<file path="src/inc/wake_regs_params.svh">
/*
  Offsets, reset values and field positions of the runtime register
  bank. Offsets are register indexes; the byte address on the bus is
  four times the index. Definitions only.
*/
`ifndef WAKE_REGS_PARAMS_SVH
`define WAKE_REGS_PARAMS_SVH

// ----------------------------------------------------------------------
// register indexes
// ----------------------------------------------------------------------
`define IDX_WAKE_MASTER_STATUS 7'h00
`define IDX_WAKE_MASTER_ENABLE 7'h02
`define IDX_WAKE_SOURCE_STATUS_ONE 7'h04
`define IDX_WAKE_SOURCE_ENABLE_ONE 7'h0A
`define IDX_IRQ_STATUS 7'h0C
`define IDX_IRQ_MASK 7'h0D
`define IDX_DEVICE_DISABLE 7'h22
`define IDX_GPIO_PIN_FORTY_THREE 7'h3E
`define IDX_GPIO_CONFIG_THIRD 7'h4D
`define IDX_GENERAL_BANK_FOUR 7'h4E
`define IDX_GENERAL_BANK_FIVE 7'h4F
`define IDX_GENERAL_BANK_SIX 7'h50
`define IDX_WATCHDOG_TIMEOUT_SETTING 7'h52
`define IDX_WATCHDOG_COUNT_VALUE 7'h53
`define IDX_WATCHDOG_CONFIGURATION 7'h54
`define IDX_WATCHDOG_CONTROL 7'h55
`define IDX_FAN_OUTPUT_SETTING 7'h56
`define IDX_FAN_CONTROL 7'h58
`define IDX_FAN_TACHOMETER_COUNT 7'h59
`define IDX_FAN_PRELOAD_VALUE 7'h5B
`define IDX_INDICATOR_ONE_CONTROL 7'h5D
`define IDX_INDICATOR_TWO_CONTROL 7'h5E
`define IDX_KEYBOARD_SCAN_CODE 7'h5F
`define IDX_POWER_MGMT_CONTROL_ONE 7'h60
`define IDX_POWER_MGMT_CONTROL_TWO 7'h61
`define IDX_SYSMGMT_IRQ_STATUS_SEVEN 7'h64
`define IDX_SYSMGMT_IRQ_ENABLE_SEVEN 7'h66
`define IDX_WAKE_SOURCE_STATUS_SEVEN 7'h68
`define IDX_WAKE_SOURCE_ENABLE_SEVEN 7'h6C
`define IDX_RESERVED_TOP_FIRST 7'h6D

// ----------------------------------------------------------------------
// reset values and fields
// ----------------------------------------------------------------------
`define RST_ZERO 8'h00
`define RST_FAN_CONTROL 8'h10
`define RST_INDICATOR_TWO 8'h01
`define RST_GPIO_PIN_FORTY_THREE 8'h01
`define GPIO_PIN_FORTY_THREE_MODE_LO 2
`define GPIO_PIN_FORTY_THREE_MODE_LOCK 2'h1
`define GP3_FAN_BIT 3
`define DD_LOCK_BIT 1
`define WDT_KEEP_BIT 0
`define WDT_TRIGGER_BIT 2
`define WDT_EXPIRED_BIT 3
`define IRQ_SRC_EVENT 0
`define IRQ_FLAG_RISE 1
`define IRQ_DD_REFUSED 2

`endif

</file>
<file path="src/inc/wake_regs_pkg.sv">
/*
  Types of the runtime register bank: bank slots and module state.
  Assumes the constants of wake_regs_params.svh.
*/
package wake_regs_pkg;

  typedef logic [7:0] byte_t;

  typedef struct packed {
    logic hit;
    logic hard_clr;
    logic [4:0] slot;
  } slot_t;

  typedef struct packed {
    byte_t bits;
  } sticky_t;

  typedef struct packed {
    logic ack;
    byte_t rdata;
    logic flag;
    logic enable;
    byte_t src_enable;
    byte_t irq_mask;
    logic [17:0][7:0] bank;
    logic [1:0] watchdog_control;
    logic wdt_trig;
    byte_t dev_dis;
    byte_t gp3;
    byte_t gpio_pin_forty_three;
    logic wake_n;
    logic par_irq;
    logic irq;
  } regs_t;

endpackage : wake_regs_pkg

</file>
<file path="src/verilog/sticky_bits.sv">
/*
  Eight sticky flags, set by hardware, cleared by writing one.
  Assumes set and clear are synchronous to clk_i.
*/
`timescale 1ns/1ps
`default_nettype none

module sticky_bits (
  input wire logic clk_i,
  input wire logic resetn_i,
  input wire logic [7:0] set_i,
  input wire logic [7:0] clr_i,
  output logic [7:0] bits_o
);

  wake_regs_pkg::sticky_t state_ff;
  wake_regs_pkg::sticky_t nxt_state;

  // a set in the clearing cycle wins, so no event is lost
  always_comb
  begin
    nxt_state = state_ff;
    for (int i = 0; i < 8; i++)
    begin
      nxt_state.bits[i] = set_i[i] | (state_ff.bits[i] & ~clr_i[i]);
    end
  end

  always_ff @(posedge clk_i or negedge resetn_i)
  begin
    if (!resetn_i)
      state_ff <= '0;
    else
      state_ff <= nxt_state;
  end

  assign bits_o = state_ff.bits;

endmodule : sticky_bits

`default_nettype wire

</file>
<file path="src/verilog/runtime_regs_wake_events.sv">
/*
  Runtime registers 0x4E..0x7F plus the wake-event master flag, master
  enable and first wake source status, on a classic Wishbone slave.
  Assumes resetn_i is the standby power-on reset and that main_por_i
  and hard_reset_i are synchronous levels from the platform reset logic.
*/
// Function
// - the master wake flag is set whenever the wake output would be driven, enabled or not.
// - writing one to the master wake flag clears it and releases the wake output; zero is ignored.
// - the master wake flag only resets on standby power-on reset.
// - the master wake enable blocks the wake output at zero and permits it at one.
// - the master wake enable only resets on standby power-on reset.
// - a wake source status bit sets on its source's event regardless of any enable.
// - status bits are line A, line B, ring one, keyboard, mouse, key, tachometer, ring two.
// - writing one clears a wake source status bit, and only standby reset clears the register.
// - reserved offsets, 0x6D..0x7F included, and reserved bits read zero.
// - device disable ignores writes while pin-43 mode 01 has the pin high or its bit 1 is set.
// - watchdog control bit 0 survives hard reset while bit 1 and the trigger bit clear; the expiry bit 3 follows its input.
// - watchdog control mixes read-only and write-only bits.
// - third GPIO config bit 3 clears on main power-on and hard reset.
// - pin-43 config field [3:2] clears on main power-on and hard reset.
// - the parallel interrupt reads one while the port is inactive, else follows acknowledge.
`timescale 1ns/1ps
`default_nettype none
`include "wake_regs_params.svh"

module runtime_regs_wake_events (
  input wire logic clk_i,
  input wire logic resetn_i,
  input wire logic main_por_i,
  input wire logic hard_reset_i,
  input wire logic cyc_i,
  input wire logic stb_i,
  input wire logic we_i,
  input wire logic [8:0] adr_i,
  input wire logic [3:0] sel_i,
  input wire logic [31:0] dat_i,
  output logic [31:0] dat_o,
  output logic ack_o,
  input wire logic kbc_port_line_a_i,
  input wire logic kbc_port_line_b_i,
  input wire logic ring_indicator_one_n_i,
  input wire logic keyboard_wake_source_i,
  input wire logic mouse_wake_i,
  input wire logic specific_key_wake_i,
  input wire logic tachometer_wake_source_i,
  input wire logic ring_indicator_two_n_i,
  input wire logic gpio_pin_forty_three_i,
  input wire logic [7:0] tachometer_wake_source_count_i,
  input wire logic wdt_expired_i,
  input wire logic par_port_active_i,
  input wire logic acknowledge_in_n_i,
  output logic wake_event_out_n_o,
  output logic parallel_irq_line_o,
  output logic wdt_trigger_o,
  output logic [7:0] device_disable_o,
  output logic irq_o
);

  // ----------------------------------------------------------------------
  // slot map of the plain storage registers
  // ----------------------------------------------------------------------
  function automatic wake_regs_pkg::slot_t slot_of(input logic [6:0] idx);
    wake_regs_pkg::slot_t s;
    s = '0;
    s.hit = 1'b1;
    case (idx)
      `IDX_GENERAL_BANK_FOUR: s.slot = 5'h00;
      `IDX_GENERAL_BANK_FIVE: s.slot = 5'h01;
      `IDX_GENERAL_BANK_SIX: s.slot = 5'h02;
      `IDX_FAN_OUTPUT_SETTING: s.slot = 5'h03;
      `IDX_FAN_CONTROL: s.slot = 5'h04;
      `IDX_FAN_PRELOAD_VALUE: s.slot = 5'h05;
      `IDX_INDICATOR_ONE_CONTROL: s.slot = 5'h06;
      `IDX_INDICATOR_TWO_CONTROL: s.slot = 5'h07;
      `IDX_KEYBOARD_SCAN_CODE: s.slot = 5'h08;
      `IDX_POWER_MGMT_CONTROL_ONE: s.slot = 5'h09;
      `IDX_POWER_MGMT_CONTROL_TWO: s.slot = 5'h0A;
      `IDX_SYSMGMT_IRQ_STATUS_SEVEN: s.slot = 5'h0B;
      `IDX_SYSMGMT_IRQ_ENABLE_SEVEN: s.slot = 5'h0C;
      `IDX_WAKE_SOURCE_STATUS_SEVEN: s.slot = 5'h0D;
      `IDX_WAKE_SOURCE_ENABLE_SEVEN: s.slot = 5'h0E;
      `IDX_WATCHDOG_TIMEOUT_SETTING:
      begin
        s.slot = 5'h0F;
        s.hard_clr = 1'b1;
      end
      `IDX_WATCHDOG_COUNT_VALUE:
      begin
        s.slot = 5'h10;
        s.hard_clr = 1'b1;
      end
      `IDX_WATCHDOG_CONFIGURATION:
      begin
        s.slot = 5'h11;
        s.hard_clr = 1'b1;
      end
      default: s.hit = 1'b0;
    endcase
    return s;
  endfunction : slot_of

  function automatic logic [7:0] slot_reset(input int slot);
    case (slot)
      4: return `RST_FAN_CONTROL;
      7: return `RST_INDICATOR_TWO;
      default: return `RST_ZERO;
    endcase
  endfunction : slot_reset

  // ----------------------------------------------------------------------
  // state and bus decode
  // ----------------------------------------------------------------------
  wake_regs_pkg::regs_t q_ff;
  wake_regs_pkg::regs_t nxt_q;
  wake_regs_pkg::slot_t sel_slot;
  logic [6:0] idx;
  logic [7:0] wdat;
  logic access;
  logic commit;
  logic [7:0] src_event;
  logic [7:0] src_sts;
  logic [7:0] src_clr;
  logic [7:0] irq_sts;
  logic [7:0] irq_clr;
  logic [7:0] irq_set;
  logic flag_set;
  logic flag_clr;
  logic dd_locked;
  logic dd_refused;
  logic any_reset;

  assign idx = adr_i[8:2];
  assign wdat = dat_i[7:0];
  assign sel_slot = slot_of(idx);
  assign access = cyc_i & stb_i & ~q_ff.ack;
  // writes land on the edge at which the master samples ack
  assign commit = cyc_i & stb_i & we_i & q_ff.ack & sel_i[0];
  assign any_reset = main_por_i | hard_reset_i;

  // order of bits: line A, line B, ring one, keyboard, mouse, key, tach, ring two
  assign src_event = {~ring_indicator_two_n_i, tachometer_wake_source_i,
                      specific_key_wake_i, mouse_wake_i, keyboard_wake_source_i,
                      ~ring_indicator_one_n_i, kbc_port_line_b_i, kbc_port_line_a_i};

  assign src_clr = (commit && idx == `IDX_WAKE_SOURCE_STATUS_ONE) ? wdat : 8'h00;
  assign irq_clr = (commit && idx == `IDX_IRQ_STATUS) ? wdat : 8'h00;

  // a new event on an enabled source is what would drive the wake output
  assign flag_set = |(src_event & q_ff.src_enable);
  assign flag_clr = commit && idx == `IDX_WAKE_MASTER_STATUS && wdat[0];

  assign dd_locked = (q_ff.gpio_pin_forty_three[`GPIO_PIN_FORTY_THREE_MODE_LO +: 2] == `GPIO_PIN_FORTY_THREE_MODE_LOCK
                      && gpio_pin_forty_three_i) || q_ff.dev_dis[`DD_LOCK_BIT];
  assign dd_refused = commit && idx == `IDX_DEVICE_DISABLE && dd_locked;

  assign irq_set = {5'h00, dd_refused, flag_set & ~q_ff.flag, |(src_event & ~src_sts)};

  // status bits set on the event whatever the enables say
  sticky_bits u_src_status (
    .clk_i(clk_i),
    .resetn_i(resetn_i),
    .set_i(src_event),
    .clr_i(src_clr),
    .bits_o(src_sts)
  );

  sticky_bits u_irq_status (
    .clk_i(clk_i),
    .resetn_i(resetn_i),
    .set_i(irq_set),
    .clr_i(irq_clr),
    .bits_o(irq_sts)
  );

  // ----------------------------------------------------------------------
  // next state
  // ----------------------------------------------------------------------
  always_comb
  begin
    logic [7:0] rd;
    rd = 8'h00;
    nxt_q = q_ff;
    nxt_q.ack = access;
    nxt_q.wdt_trig = 1'b0;

    // reserved offsets and bits fall through to zero
    if (sel_slot.hit)
      rd = q_ff.bank[sel_slot.slot];
    else
    begin
      case (idx)
        `IDX_WAKE_MASTER_STATUS: rd = {7'h00, q_ff.flag};
        `IDX_WAKE_MASTER_ENABLE: rd = {7'h00, q_ff.enable};
        `IDX_WAKE_SOURCE_STATUS_ONE: rd = src_sts;
        `IDX_WAKE_SOURCE_ENABLE_ONE: rd = q_ff.src_enable;
        `IDX_IRQ_STATUS: rd = irq_sts;
        `IDX_IRQ_MASK: rd = q_ff.irq_mask;
        `IDX_DEVICE_DISABLE: rd = q_ff.dev_dis;
        `IDX_GPIO_PIN_FORTY_THREE: rd = q_ff.gpio_pin_forty_three;
        `IDX_GPIO_CONFIG_THIRD: rd = q_ff.gp3;
        `IDX_FAN_TACHOMETER_COUNT: rd = tachometer_wake_source_count_i;
        // trigger bit is write-only, expiry bit read-only
        `IDX_WATCHDOG_CONTROL: rd = {4'h0, wdt_expired_i, 1'b0, q_ff.watchdog_control};
        default: rd = 8'h00;
      endcase
    end
    nxt_q.rdata = access && !we_i ? rd : 8'h00;

    if (commit)
    begin
      if (sel_slot.hit)
        nxt_q.bank[sel_slot.slot] = wdat;
      case (idx)
        `IDX_WAKE_MASTER_ENABLE: nxt_q.enable = wdat[0];
        `IDX_WAKE_SOURCE_ENABLE_ONE: nxt_q.src_enable = wdat;
        `IDX_IRQ_MASK: nxt_q.irq_mask = wdat;
        `IDX_GPIO_PIN_FORTY_THREE: nxt_q.gpio_pin_forty_three = wdat;
        `IDX_GPIO_CONFIG_THIRD: nxt_q.gp3 = wdat;
        `IDX_WATCHDOG_CONTROL:
        begin
          nxt_q.watchdog_control = wdat[1:0];
          nxt_q.wdt_trig = wdat[`WDT_TRIGGER_BIT];
        end
        `IDX_DEVICE_DISABLE:
        begin
          if (!dd_locked)
            nxt_q.dev_dis = wdat;
        end
        default: nxt_q.irq_mask = nxt_q.irq_mask;
      endcase
    end

    // main power-on and hard reset; the wake registers are left alone
    if (any_reset)
    begin
      for (int s = 15; s < 18; s++)
      begin
        nxt_q.bank[s] = slot_reset(s);
      end
      nxt_q.watchdog_control[1] = 1'b0;
      if (main_por_i)
        nxt_q.watchdog_control[`WDT_KEEP_BIT] = 1'b0;
      nxt_q.wdt_trig = 1'b0;
      nxt_q.gp3[`GP3_FAN_BIT] = 1'b0;
      nxt_q.gpio_pin_forty_three[`GPIO_PIN_FORTY_THREE_MODE_LO +: 2] = 2'h0;
    end

    // set beats clear in the same cycle
    nxt_q.flag = flag_set | (q_ff.flag & ~flag_clr);
    nxt_q.wake_n = ~(nxt_q.flag & nxt_q.enable);
    nxt_q.par_irq = par_port_active_i ? acknowledge_in_n_i : 1'b1;
    nxt_q.irq = |((irq_set | (irq_sts & ~irq_clr)) & nxt_q.irq_mask);
  end

  // only the standby reset is asynchronous
  always_ff @(posedge clk_i or negedge resetn_i)
  begin
    if (!resetn_i)
    begin
      q_ff <= '0;
      for (int s = 0; s < 18; s++)
      begin
        q_ff.bank[s] <= slot_reset(s);
      end
      q_ff.gpio_pin_forty_three <= `RST_GPIO_PIN_FORTY_THREE;
      q_ff.wake_n <= 1'b1;
      q_ff.par_irq <= 1'b1;
    end
    else
      q_ff <= nxt_q;
  end

  assign dat_o = {24'h000000, q_ff.rdata};
  assign ack_o = q_ff.ack;
  assign wake_event_out_n_o = q_ff.wake_n;
  assign parallel_irq_line_o = q_ff.par_irq;
  assign wdt_trigger_o = q_ff.wdt_trig;
  assign device_disable_o = q_ff.dev_dis;
  assign irq_o = q_ff.irq;
endmodule : runtime_regs_wake_events

`default_nettype wire

</file>
<file path="config.mk">
export PLATFORM = sky130hd
export DESIGN_NAME = runtime_regs_wake_events
export DESIGN_NICKNAME = d
export VERILOG_FILES = /design/src/inc/wake_regs_pkg.sv /design/src/verilog/sticky_bits.sv /design/src/verilog/runtime_regs_wake_events.sv
export VERILOG_INCLUDE_DIRS = /design/src /design/src/inc
export SDC_FILE = /design/constraint.sdc
export NUM_CORES = 1
export LEC_CHECK = 0
export BUFFER_PORTS_ARGS = -buffer_cell sky130_fd_sc_hd__buf_4
export CAP_MARGIN = 0
export CORE_UTILIZATION = 40
export CTS_CLUSTER_SIZE = 8
export DETAILED_ROUTE_END_ITERATION = 10
export GPL_ROUTABILITY_DRIVEN = 0
export SLEW_MARGIN = 20
export SYNTH_ARGS = -nofsm -noshare
export SYNTH_HDL_FRONTEND = slang
export SYNTH_SLANG_ARGS = --single-unit
</file>
<file path="constraint.sdc">
create_clock -name clk_i -period 3.1 [get_ports clk_i]
set_input_delay 0.31 -clock clk_i [delete_from_list [all_inputs] [get_ports clk_i]]
set_output_delay 0.31 -clock clk_i [all_outputs]
set_load 0.005 [all_outputs]
</file>
# [After elaboration in Yosys (flattened, before gate mapping)]
# Cells that the tools add are included.
[classes] magnitude_cmp=2 eq_ne=29 mux=28 n_bitwise=67 n_reduce_logical=30
[ops] op="188-bit two-way mux" n=1
[ops] op="7-bit == test, second input constant" n=21
[ops] op="144-bit bitwise mux" n=1
[ops] op="144-bit two-way mux" n=1
[ops] op="8-bit two-way mux" n=12
[ops] op="8-bit one-hot mux with 11 select lines" n=1
[ops] op="5-bit one-hot mux with 17 select lines" n=1
[ops] op="8-bit binary-select mux with 5-bit select" n=1
[ops] op="8-bit demux with 5-bit select" n=1
[ops] op="8-bit bitwise AND" n=4
[ops] op="1-bit bitwise AND" n=24
[ops] op="24-bit two-way mux" n=1
[ops] op="8-bit OR reduction" n=3
[ops] op="1-bit inverter" n=23
[ops] op="7-bit by 4-bit == test with 1-bit output, second input constant" n=3
[ops] op="18-bit OR reduction" n=1
[ops] op="8-bit inverter" n=2
[ops] op="2-bit AND reduction" n=8
[ops] op="7-bit by 6-bit == test with 1-bit output, second input constant" n=2
[ops] op="1-bit OR" n=13
[ops] op="2-bit nonzero test" n=5
[ops] op="1-bit logical AND" n=9
[ops] op="3-bit by 8-bit OR with 8-bit output" n=1
[ops] op="7-bit by 2-bit == test with 1-bit output, second input constant" n=1
[ops] op="other kinds (11)" n=16
[word_totals] ff_bits=217 inputBits=72 output_inout_bits=45 wordCells=193

# [Longest topological paths before layout]
# Gate-level depths: netlist (run 1).
[logic_depth] ltp_word=11 mapped_depth=11 ltp_nobuf=7

# [Hierarchy]
# From an unflattened synthesis (run 1), not the netlist that was laid out.
[unflattened] cells_unflattened=1024 hier_area_um2=11447.2
[by_module_without_submodules] mod="runtime_regs_wake_events" instances=1 cells_per_inst=976 area_each_um2=10866.7 seq_area_each_um2=5036.1
[by_module_without_submodules] mod="sticky_bits" instances=2 cells_per_inst=24 area_each_um2=290.3 seq_area_each_um2=200.2

# [Worst setup path before layout (run 1)]
# Ideal clock, no wire load.
[synth_path] path_type="input to register" from="in adr_i[6]" to="reg q_ff[78] in the netlist's numbering" setup_ns=0.128 t_arrival_ns=2.330 required_ns=2.972 slack_ns=0.643 stages=9 n_path_buf=2 cell_sequence="buf_2 -> nand3b_4 -> o32a_1 -> a21oi_2 -> nor2_2 -> or3_1 -> buf_4 -> nor2_8 -> mux2_1"
[synth_via] elab_chain_len=7 elab_cells_between_ends=28 classes_between="2 x order compare; 18 x eq/ne; 5 x mux; 3 x reduce/logical"
[synth_lines] element="start, declared" line="runtime_regs_wake_events.sv:35" text="input wire logic [8:0] adr_i,"
[synth_lines] element="7-bit == test" line="runtime_regs_wake_events.sv:67" text="case (idx)"
[synth_lines] element="5-bit one-hot mux with 17 select lines" line="runtime_regs_wake_events.sv:67"
[synth_lines] element="5-bit by 6-bit less-than comparator with 1-bit output (not written as such) / 5-bit by 1-bit greater-or-equal comparator with 1-bit output (equally long branches)" line="runtime_regs_wake_events.sv:213" text="nxt_q.bank[sel_slot.slot] = wdat;"
[synth_lines] element="1-bit logical AND (not written as such)" line="runtime_regs_wake_events.sv:213"
[synth_lines] element="8-bit two-way mux (not written as such)" line="runtime_regs_wake_events.sv:213"
[synth_lines] element="8-bit demux with 5-bit select" line="runtime_regs_wake_events.sv:213"
[synth_lines] element="144-bit bitwise mux" line="runtime_regs_wake_events.sv:213"
[synth_lines] element="end signal, assigned" line="runtime_regs_wake_events.sv:271" text="q_ff <= nxt_q;"
[synth_lines] element="end, declared" line="runtime_regs_wake_events.sv:114" text="wake_regs_pkg::regs_t q_ff;"
# Several ways; a longest one is shown, not always the timed one.
# A chain may end at the register's enable or synchronous reset.

# [Worst setup path after layout (run 1)]
[layout_path] from="reg q_ff, in the netlist ack_o" to="reg q_ff[94] in the netlist's numbering"
[layout_via] elab_chain_len=3
[layout_lines] element="1-bit bitwise AND (2 in series)" line="runtime_regs_wake_events.sv:138" text="assign commit = cyc_i & stb_i & we_i & q_ff.ack & sel_i[0];"
[layout_lines] element="2-bit AND reduction (no source line)"
# Every way passes these cells.

==> impl_metrics.toml, run 1 <==
[clocking]
hold_buffers = 12
cts_sinks = 217
postCtsSetupRepairBufs = 0
post_cts_resize_count = 0
cts_tree = "done"
cts_buffers = 31
htreeDepth = 1
clockBufferDepth = 3
clock-root-buffer = "clkbuf_16"
clk_latency_ns = 0.57
path_clk_slew_ns = 0.05

[finish]
final_cell_area_um2 = 13100
fin_cells = 1454
area_growth_pct = 17.5
num-nets-final = 1129
multi_input_comb_area_um2 = 5180
layout_commonest_cell = "dfrtp_1"
drive_gt1_frac = 0.288
register_area_um2 = 5440
n_antenna_cell = 0
n_fill_cell = 2488
layout_common_cells = "dfrtp_1, buf_4, mux2_2"

[power_and_ir_drop]
p_sw_mw = 1.57
comb_power_share = 0.066
swShare = 0.240
p_int_mw = 4.96
pwr-share-clk = 0.496
ir_drop_mv = 0.437
seq_power_share = 0.437
p_per_area_nw_per_um2 = 497
cellLeakagePower_nw = 6.30

[drt]
post_drt_wl_per_cell_um = 22.5
vias = 8227
totalWireLength_um = 32700
drc = 0
drt-initial-drc-count = 736
via_per_inst = 5.66
final_antenna_net_count = 0
firstDrtPassIters = 6

[timing]
period_needed_ns = 2.79
setup_violations = 0
clock_skew_ns = 0.0130
rsz0062_at_grt = "no"
slew_headroom = 0.411
fmax_ghz = 0.358
drv_slew = 0
hold_viol = 0
worst_pin_slew_ns = 0.877
fin_crit_sh = 0.901

[outcome]
status = "finished, final reports clean"

[critical_path]
cp-start-kind = "flip-flop"
r2r_setup_slack_ns = 0.31
cp_max_fo = 9
worstPathRequired_ns = 3.54
worstReg2RegStart = "ack_o$_DFF_PN0_"
r2r_cells = 6
criticalPathCategory = "reg2reg"
cp-end-kind = "flip-flop"
critPathArrivalTime_ns = 3.23
r2r_end = "q_ff[94]$_DFFE_PN0P_"

[global_routing]
overflow = 0
grt_first_pass_wirelength_um = 50700
first_global_vias = 8135
grt_max_degree = 92
gr-usage-all-layers = 0.233
antenna_found_initial = 1

[logic_synthesis]
synth_warnings = 0
synth_cell_types = 88
synthFlopType = "dfrtp_1"
postSynthAreaPerCell_um2 = 11.6
synthArstFlopShare = 1.00
syn-cell-area_um2 = 11200
ys_seq_area_frac = 0.486
ys_ff_latch = 217
syn_inst = 968
synth_edf_count = 0

[worst_hold_path]
holdPathStages = 3
holdPathEnd = "ack_o$_DFF_PN0_"
hp-class = "in2reg"
hp-start = "stb_i"

[floorplan]
start_util = 0.412
dieHeight_um = 169
ios = 117
fp-row-count = 60
core-area_um2 = 27200
die_x_um = 169
die_area_um2 = 28600

[place]
dpl_cell_area_um2 = 12100
post-place-cells = 1384
io_buffers = 63
dp_hpwl_um = 22000

[flow_run]
maxCapViolations = 0
## cells in the mapped netlist (all sizes together) (7+ instances only)
| cell | number | area share |
|---|---|---|
| dfrtp | 212 | 0.47 |
| nand2b | 11 | 0.0062 |
| mux2 | 170 | 0.17 |
| a22oi | 10 | 0.0067 |
| o22ai | 10 | 0.0056 |
| buf | 71 | 0.045 |
| a222oi | 19 | 0.017 |
| nor3 | 23 | 0.013 |
| nand3 | 20 | 0.0094 |
| a211oi | 12 | 0.0092 |
| or3 | 7 | 0.0039 |
| clkbuf | 30 | 0.010 |
| o21ai | 15 | 0.0067 |
| a21oi | 27 | 0.014 |
| nor2 | 59 | 0.030 |
| nand2 | 94 | 0.032 |
| inv | 10 | 0.0034 |
| a21o | 15 | 0.010 |
| mux2i | 36 | 0.032 |
| and3 | 9 | 0.0050 |
## metrics by stage
stage	power, mW	TNS (ns)	worst slack [ns]	hold WS, ns	util
6_report	6.53	0	0.307	0.0400	0.484
5_1_grt	6.75	0	0.196	0.0491	0.484
4_1_cts	6.59	0	0.358	0.0206	0.484
3_5_place_dp	3.33	-0.0249	-0.0249	0.392	0.445
3_3_place_gp	3.32	-0.0361	-0.0286	0.393	0.445
2_1_floorplan	3.13	0	0.643	0.0144	-
## metal layers
| metal | track usage | vias up | part of all wire |
|---|---|---|---|
| li1 | - | 3683 | - |
| met1 | 0.336 | 4188 | 0.46 |
| met2 | 0.361 | 298 | 0.45 |
| met3 | 0.0410 | 56 | 0.067 |
| met4 | 0.0623 | 2 | 0.022 |
| met5 | 0 | - | 0.00040 |
## critical path: stages, from the launching register on
cell and delay (ns):
dfrtp_1 0.41, nand3_1 0.10, nor2_1 0.60, o211ai_2 0.34, nor3_2 0.42, nand2_1 0.40, mux2_2 0.38
## power by group through the flow
stage	sequential, mW	clock [mW]	combinational, mW
after global placement	2.90	0	0.420
final	2.86	3.24	0.434
after floorplan	2.90	0	0.229
after global routing	2.85	3.42	0.472
after detailed placement	2.90	0	0.423
after CTS	2.86	3.30	0.436
## registers in the layout, summed over array words and instances, names as in the netlist
name,cells
device_disable_o,8
irq_o,1
wdt_trigger_o,1
parallel_irq_line_o,1
wake_event_out_n_o,1
q_ff,180
ack_o,1
u_src_status.bits_o,8
u_irq_status.bits_o,8
dat_o,8
## logic make-up after synthesis
kind of cell / after synthesis / synth area share
compound gates: 175 / 0.123
xor+xnor: 2 / 0.00157
buf+inv: 111 / 0.0588
flops: 217 / 0.486
mux: 206 / 0.203
other cells: 1 / 0.000335
simple gates: 256 / 0.127
## cell type report
cell class,count,area share
Timing Repair Buffer,134,0.0832
Clock inverter,2,0.00381
Inverter,10,0.00286
Tap cell,372,0.0354
Clock buffer,56,0.0669
Sequential cell,217,0.414
Multi-Input combinational cell,663,0.394
## worst max-delay path by stage
| stage | from | end | cells past startpoint |
|---|---|---|---|
| floorplan | adr_i[6] | q_ff[78]$_DFFE_PN0P_ | 9 |
| global placement | adr_i[5] | dat_o[3]$_DFF_PN0_ | 10 |
| detailed placement | adr_i[5] | dat_o[3]$_DFF_PN0_ | 10 |
| CTS | ack_o$_DFF_PN0_ | q_ff[94]$_DFFE_PN0P_ | 6 |
| global route | ack_o$_DFF_PN0_ | q_ff[94]$_DFFE_PN0P_ | 6 |
| finish | ack_o$_DFF_PN0_ | q_ff[94]$_DFFE_PN0P_ | 6 |
No activity file was read; power rests on OpenSTA's default activity.
==> run 2: changes to the inputs <==
Settings changed: PLACE_DENSITY_LB_ADDON set to 0.1.
==> impl_metrics.toml, run 2 (same netlist as run 1, synthesis figures left out) <==
[outcome]
status = "finished, final reports clean"

[drt]
drt-initial-drc-count = 838
drc = 0
via_per_inst = 5.63
vias = 8214
post_drt_wl_per_cell_um = 23.7
firstDrtPassIters = 5
final_antenna_net_count = 0
totalWireLength_um = 34600

[clocking]
clock-root-buffer = "clkbuf_16"
post_cts_resize_count = 0
clockBufferDepth = 3
cts_buffers = 31
postCtsSetupRepairBufs = 0
cts_sinks = 217
path_clk_slew_ns = 0.05
clk_latency_ns = 0.55
htreeDepth = 1
cts_tree = "done"

[place]
dp_hpwl_um = 23200
io_buffers = 63
post-place-cells = 1390

[timing]
hold_viol = 0
drv_slew = 0
slew_headroom = 0.235
worst_pin_slew_ns = 1.14
period_needed_ns = 2.63
setup_violations = 0
fin_tns_setup_ns = 0
fin_hold_ws_ns = 0.0540
fmax_ghz = 0.381
rsz0062_at_grt = "no"
clock_skew_ns = 0.0212
fin_crit_sh = 0.847

[global_routing]
grt_first_pass_wirelength_um = 52800
first_global_vias = 8089
antenna_found_initial = 1
grt_max_degree = 86
gr-usage-all-layers = 0.248
overflow = 0

[finish]
fin_cells = 1459
n_fill_cell = 2587
n_antenna_cell = 0
num-nets-final = 1135
postLayoutCoreUtil = 0.485
layout_commonest_cell = "dfrtp_1"
drive_gt1_frac = 0.293
layout_common_cells = "dfrtp_1, buf_4, mux2_2"
largest_reg_flops = 180
area_growth_pct = 17.9
regMostFlops = "q_ff"

[critical_path]
worstReg2RegStart = "ack_o$_DFF_PN0_"
r2r_setup_slack_ns = 0.68
r2r_cells = 6
cp_max_fo = 21
critPathLaunch = "adr_i[4]"
cp-end-kind = "flip-flop"
criticalPathCategory = "in2reg"
worstPathRequired_ns = 3.50
cp-start-kind = "primary input"
r2r_end = "q_ff[60]$_DFFE_PN0P_"
critPathArrivalTime_ns = 3.02
endpoint = "dat_o[0]$_DFF_PN0_"

[floorplan]
dieHeight_um = 169
ios = 117
fp-row-count = 60
die_area_um2 = 28600
die_x_um = 169
core-area_um2 = 27200
start_util = 0.412

[worst_hold_path]
hp-start = "stb_i"
hp-class = "in2reg"

[power_and_ir_drop]
cellLeakagePower_nw = 6.32
ir_drop_mv = 0.486
p_per_area_nw_per_um2 = 487

[flow_run]
maxCapViolations = 0
-- run 2: through the flow --
step                total power, mW  cell area, µm²  setup WS, ns
floorplan                      3.13           11300         0.643
detailed placement             3.34           12200       -0.0407
global route                   6.65           13200         0.428
global placement               3.34           12200       -0.0649
CTS                            6.50           13200         0.528
finish                         6.43           13200         0.475
-- run 2: worst min path at each step --
stage	end	slack, ns	cells after the start
2_1_floorplan	ack_o$_DFF_PN0_	0.01	0
3_3_place_gp	q_ff[190]$_DFF_PN0_	0.38	1
3_5_place_dp	q_ff[191]$_DFF_PN0_	0.38	1
4_1_cts	ack_o$_DFF_PN0_	0.04	3
5_1_grt	wdt_trigger_o$_DFF_PN0_	0.08	3
6_report	ack_o$_DFF_PN0_	0.05	3
-- run 2: critical path, cell delays in order --
cell	delay, ns
buf_4	0.19
buf_4	0.18
o32a_1	0.39
a21o_1	0.22
a211oi_1	0.95
a32oi_1	0.34
o221ai_1	0.25
o31ai_1	0.18
-- run 2: cell type report --
type / instances / area (µm²) / share of cell area
sequential: 217 / 5440 / 0.412
multi-input combinational: 663 / 5180 / 0.393
timing repair buffer: 140 / 1180 / 0.0892
clock buffer: 55 / 876 / 0.0664
tap: 372 / 465 / 0.0353
inverter: 10 / 37.5 / 0.00285
clock inverter: 2 / 16.3 / 0.00123
-- run 2: report_power, final --
group          leakage, nW  internal (mW)  switching, mW
Combinational         2.94          0.142          0.305
Clock                0.421           1.88           1.24
Sequential            2.96           2.85        0.00796
Total                 6.32           4.87           1.56
-- run 2: what timing repair did --
item                                   CTS  global route
endpoints found under the hold margin   88             0
hold buffers                            12             0
setup endpoints to repair                0             0
-- run 2: layer usage --
metal,wire length [µm],global-route usage
met2,14800,0.362
met5,0,0
met4,708,0.0591
met1,16800,0.375
met3,2270,0.0480
==> run 3: changes to the inputs <==
Clock period 3.1 ns to 2.4 ns, I/O delays scaled along.
==> impl_metrics.toml, run 3 (same netlist as run 1, synthesis figures left out) <==
[power_and_ir_drop]
seq_power_share = 0.434
swShare = 0.241
ir_drop_mv = 0.488
pwr-share-clk = 0.486
cellLeakagePower_nw = 6.94
comb_power_share = 0.079
p_int_mw = 6.45
total_power_mw = 8.49
p_per_area_nw_per_um2 = 597
p_sw_mw = 2.05

[drt]
totalWireLength_um = 36300
via_per_inst = 5.54
drc = 0
vias = 8702
drt-initial-drc-count = 815
firstDrtPassIters = 5
final_antenna_net_count = 0
post_drt_wl_per_cell_um = 23.1

[global_routing]
grt_first_pass_wirelength_um = 55800
gr-usage-all-layers = 0.263
grt_max_degree = 57
antenna_found_initial = 1
first_global_vias = 8800
overflow = 0

[timing]
hold_viol = 0
drv_slew = 0
slew_headroom = 0.425
clock_skew_ns = 0.0204
fin_crit_sh = 0.949
worst_pin_slew_ns = 0.855
setup_violations = 0
rsz0062_at_grt = "no"
fmax_ghz = 0.439
period_needed_ns = 2.28
fin_tns_setup_ns = 0

[critical_path]
cp-start-kind = "flip-flop"
cp-end-kind = "flip-flop"
criticalPathCategory = "reg2reg"
cp_top_family = "simple AND/OR/NAND/NOR gates"
cp_num_buf_inv = 1
path_cells = "nand3_1, nor2_2, o211ai_2, or3_1, buf_4, nor2_8, mux2_1"
cp_max_fo = 8
worstPathRequired_ns = 2.84
slowest_delay_ns = 0.42
critPathArrivalTime_ns = 2.71
cp_slowest_cell = "or3_1"

[finish]
regMostFlops = "q_ff"
drive_gt1_frac = 0.360
layout_commonest_cell = "buf_4"
largest_reg_flops = 180
num-nets-final = 1247
area_growth_pct = 27.2
layout_common_cells = "buf_4, dfrtp_1, mux2_2"
n_antenna_cell = 0

[clocking]
path_clk_slew_ns = 0.06
clockBufferDepth = 3
cts_tree = "done"
cts_sinks = 217
clk_latency_ns = 0.57
clock-root-buffer = "clkbuf_16"
htreeDepth = 1
cts_buffers = 31

[flow_run]
maxCapViolations = 0

[place]
io_buffers = 63
dp_hpwl_um = 25400

[outcome]
status = "finished, final reports clean"

[worst_hold_path]
hp-class = "in2reg"

[floorplan]
start_util = 0.412
core-area_um2 = 27200
dieHeight_um = 169
die_x_um = 169
fp-row-count = 60
die_area_um2 = 28600
ios = 117
==> run 3: area by class of cell <==
class	instances	area [µm²]
fillers	2487	12900
flip-flops and latches	217	5440
multi-input cells	663	5200
repair buffers	252	2170
clock buffers	54	862
well taps	372	465
clock inverters	2	50.0
inverters	10	37.5
==> run 3: what timing repair did <==
action                                  CTS  global route
pin swaps                                 0             0
endpoints found under the setup margin    5            34
hold endpoints to repair                 64             0
resized for setup                         1             3
setup buffers                             0             0
hold buffers                             14             0
==> run 3: power groups by stage <==
stage | Combinational (mW) | Sequential, mW | Clock (mW)
3_5_place_dp | 0.650 | 3.75 | 0
2_1_floorplan | 0.296 | 3.75 | 0
4_1_cts | 0.671 | 3.69 | 4.20
5_1_grt | 0.724 | 3.69 | 4.38
3_3_place_gp | 0.649 | 3.75 | 0
6_report | 0.671 | 3.69 | 4.13
==> run 3: through the flow <==
stage	hold slack [ns]	std cells	util	worst slack (ns)	cell area [µm²]
after global routing	0.0181	1570	0.524	0.00939	14200
after floorplan	-0.0556	991	-	0.0126	11300
after global placement	0.216	1500	0.484	-0.467	13200
after CTS	0.00154	1570	0.523	0.0421	14200
after detailed placement	0.213	1500	0.484	-0.411	13200
final	0.00646	1570	0.524	0.122	14200
==> run 3: worst paths after layout <==
check / start / endpoint / slack (ns) / cells after the start
hold / removal: hard_reset_i / wdt_trigger_o$_DFF_PN0_ / 0.006 / 3
setup / recovery: ack_o$_DFF_PN0_ / q_ff[51]$_DFFE_PN0P_ / 0.12 / 7
min in group asynchronous: resetn_i / u_irq_status.bits_o[1]$_DFF_PN0_ / 0.22 / 2
hold reg to reg: q_ff[147]$_DFFE_PN0P_ / q_ff[147]$_DFFE_PN0P_ / 0.48 / 1
setup reg to reg: ack_o$_DFF_PN0_ / q_ff[51]$_DFFE_PN0P_ / 0.12 / 7
max in group asynchronous: resetn_i / q_ff[66]$_DFFE_PN1P_ / 1.44 / 3
==> run 3: metal layers <==
metal | vias to the layer above | GRT usage | routed length [µm]
li1 | 3908 | - | -
met1 | 4439 | 0.378 | 16600
met2 | 290 | 0.399 | 16000
met3 | 63 | 0.0560 | 2730
met4 | 2 | 0.0717 | 934
met5 | - | 0 | 16
==> run 3: worst min-delay path, stage by stage <==
cell    delay [ns]
buf_4         0.08
nor2_1        0.03
and3_1        0.16
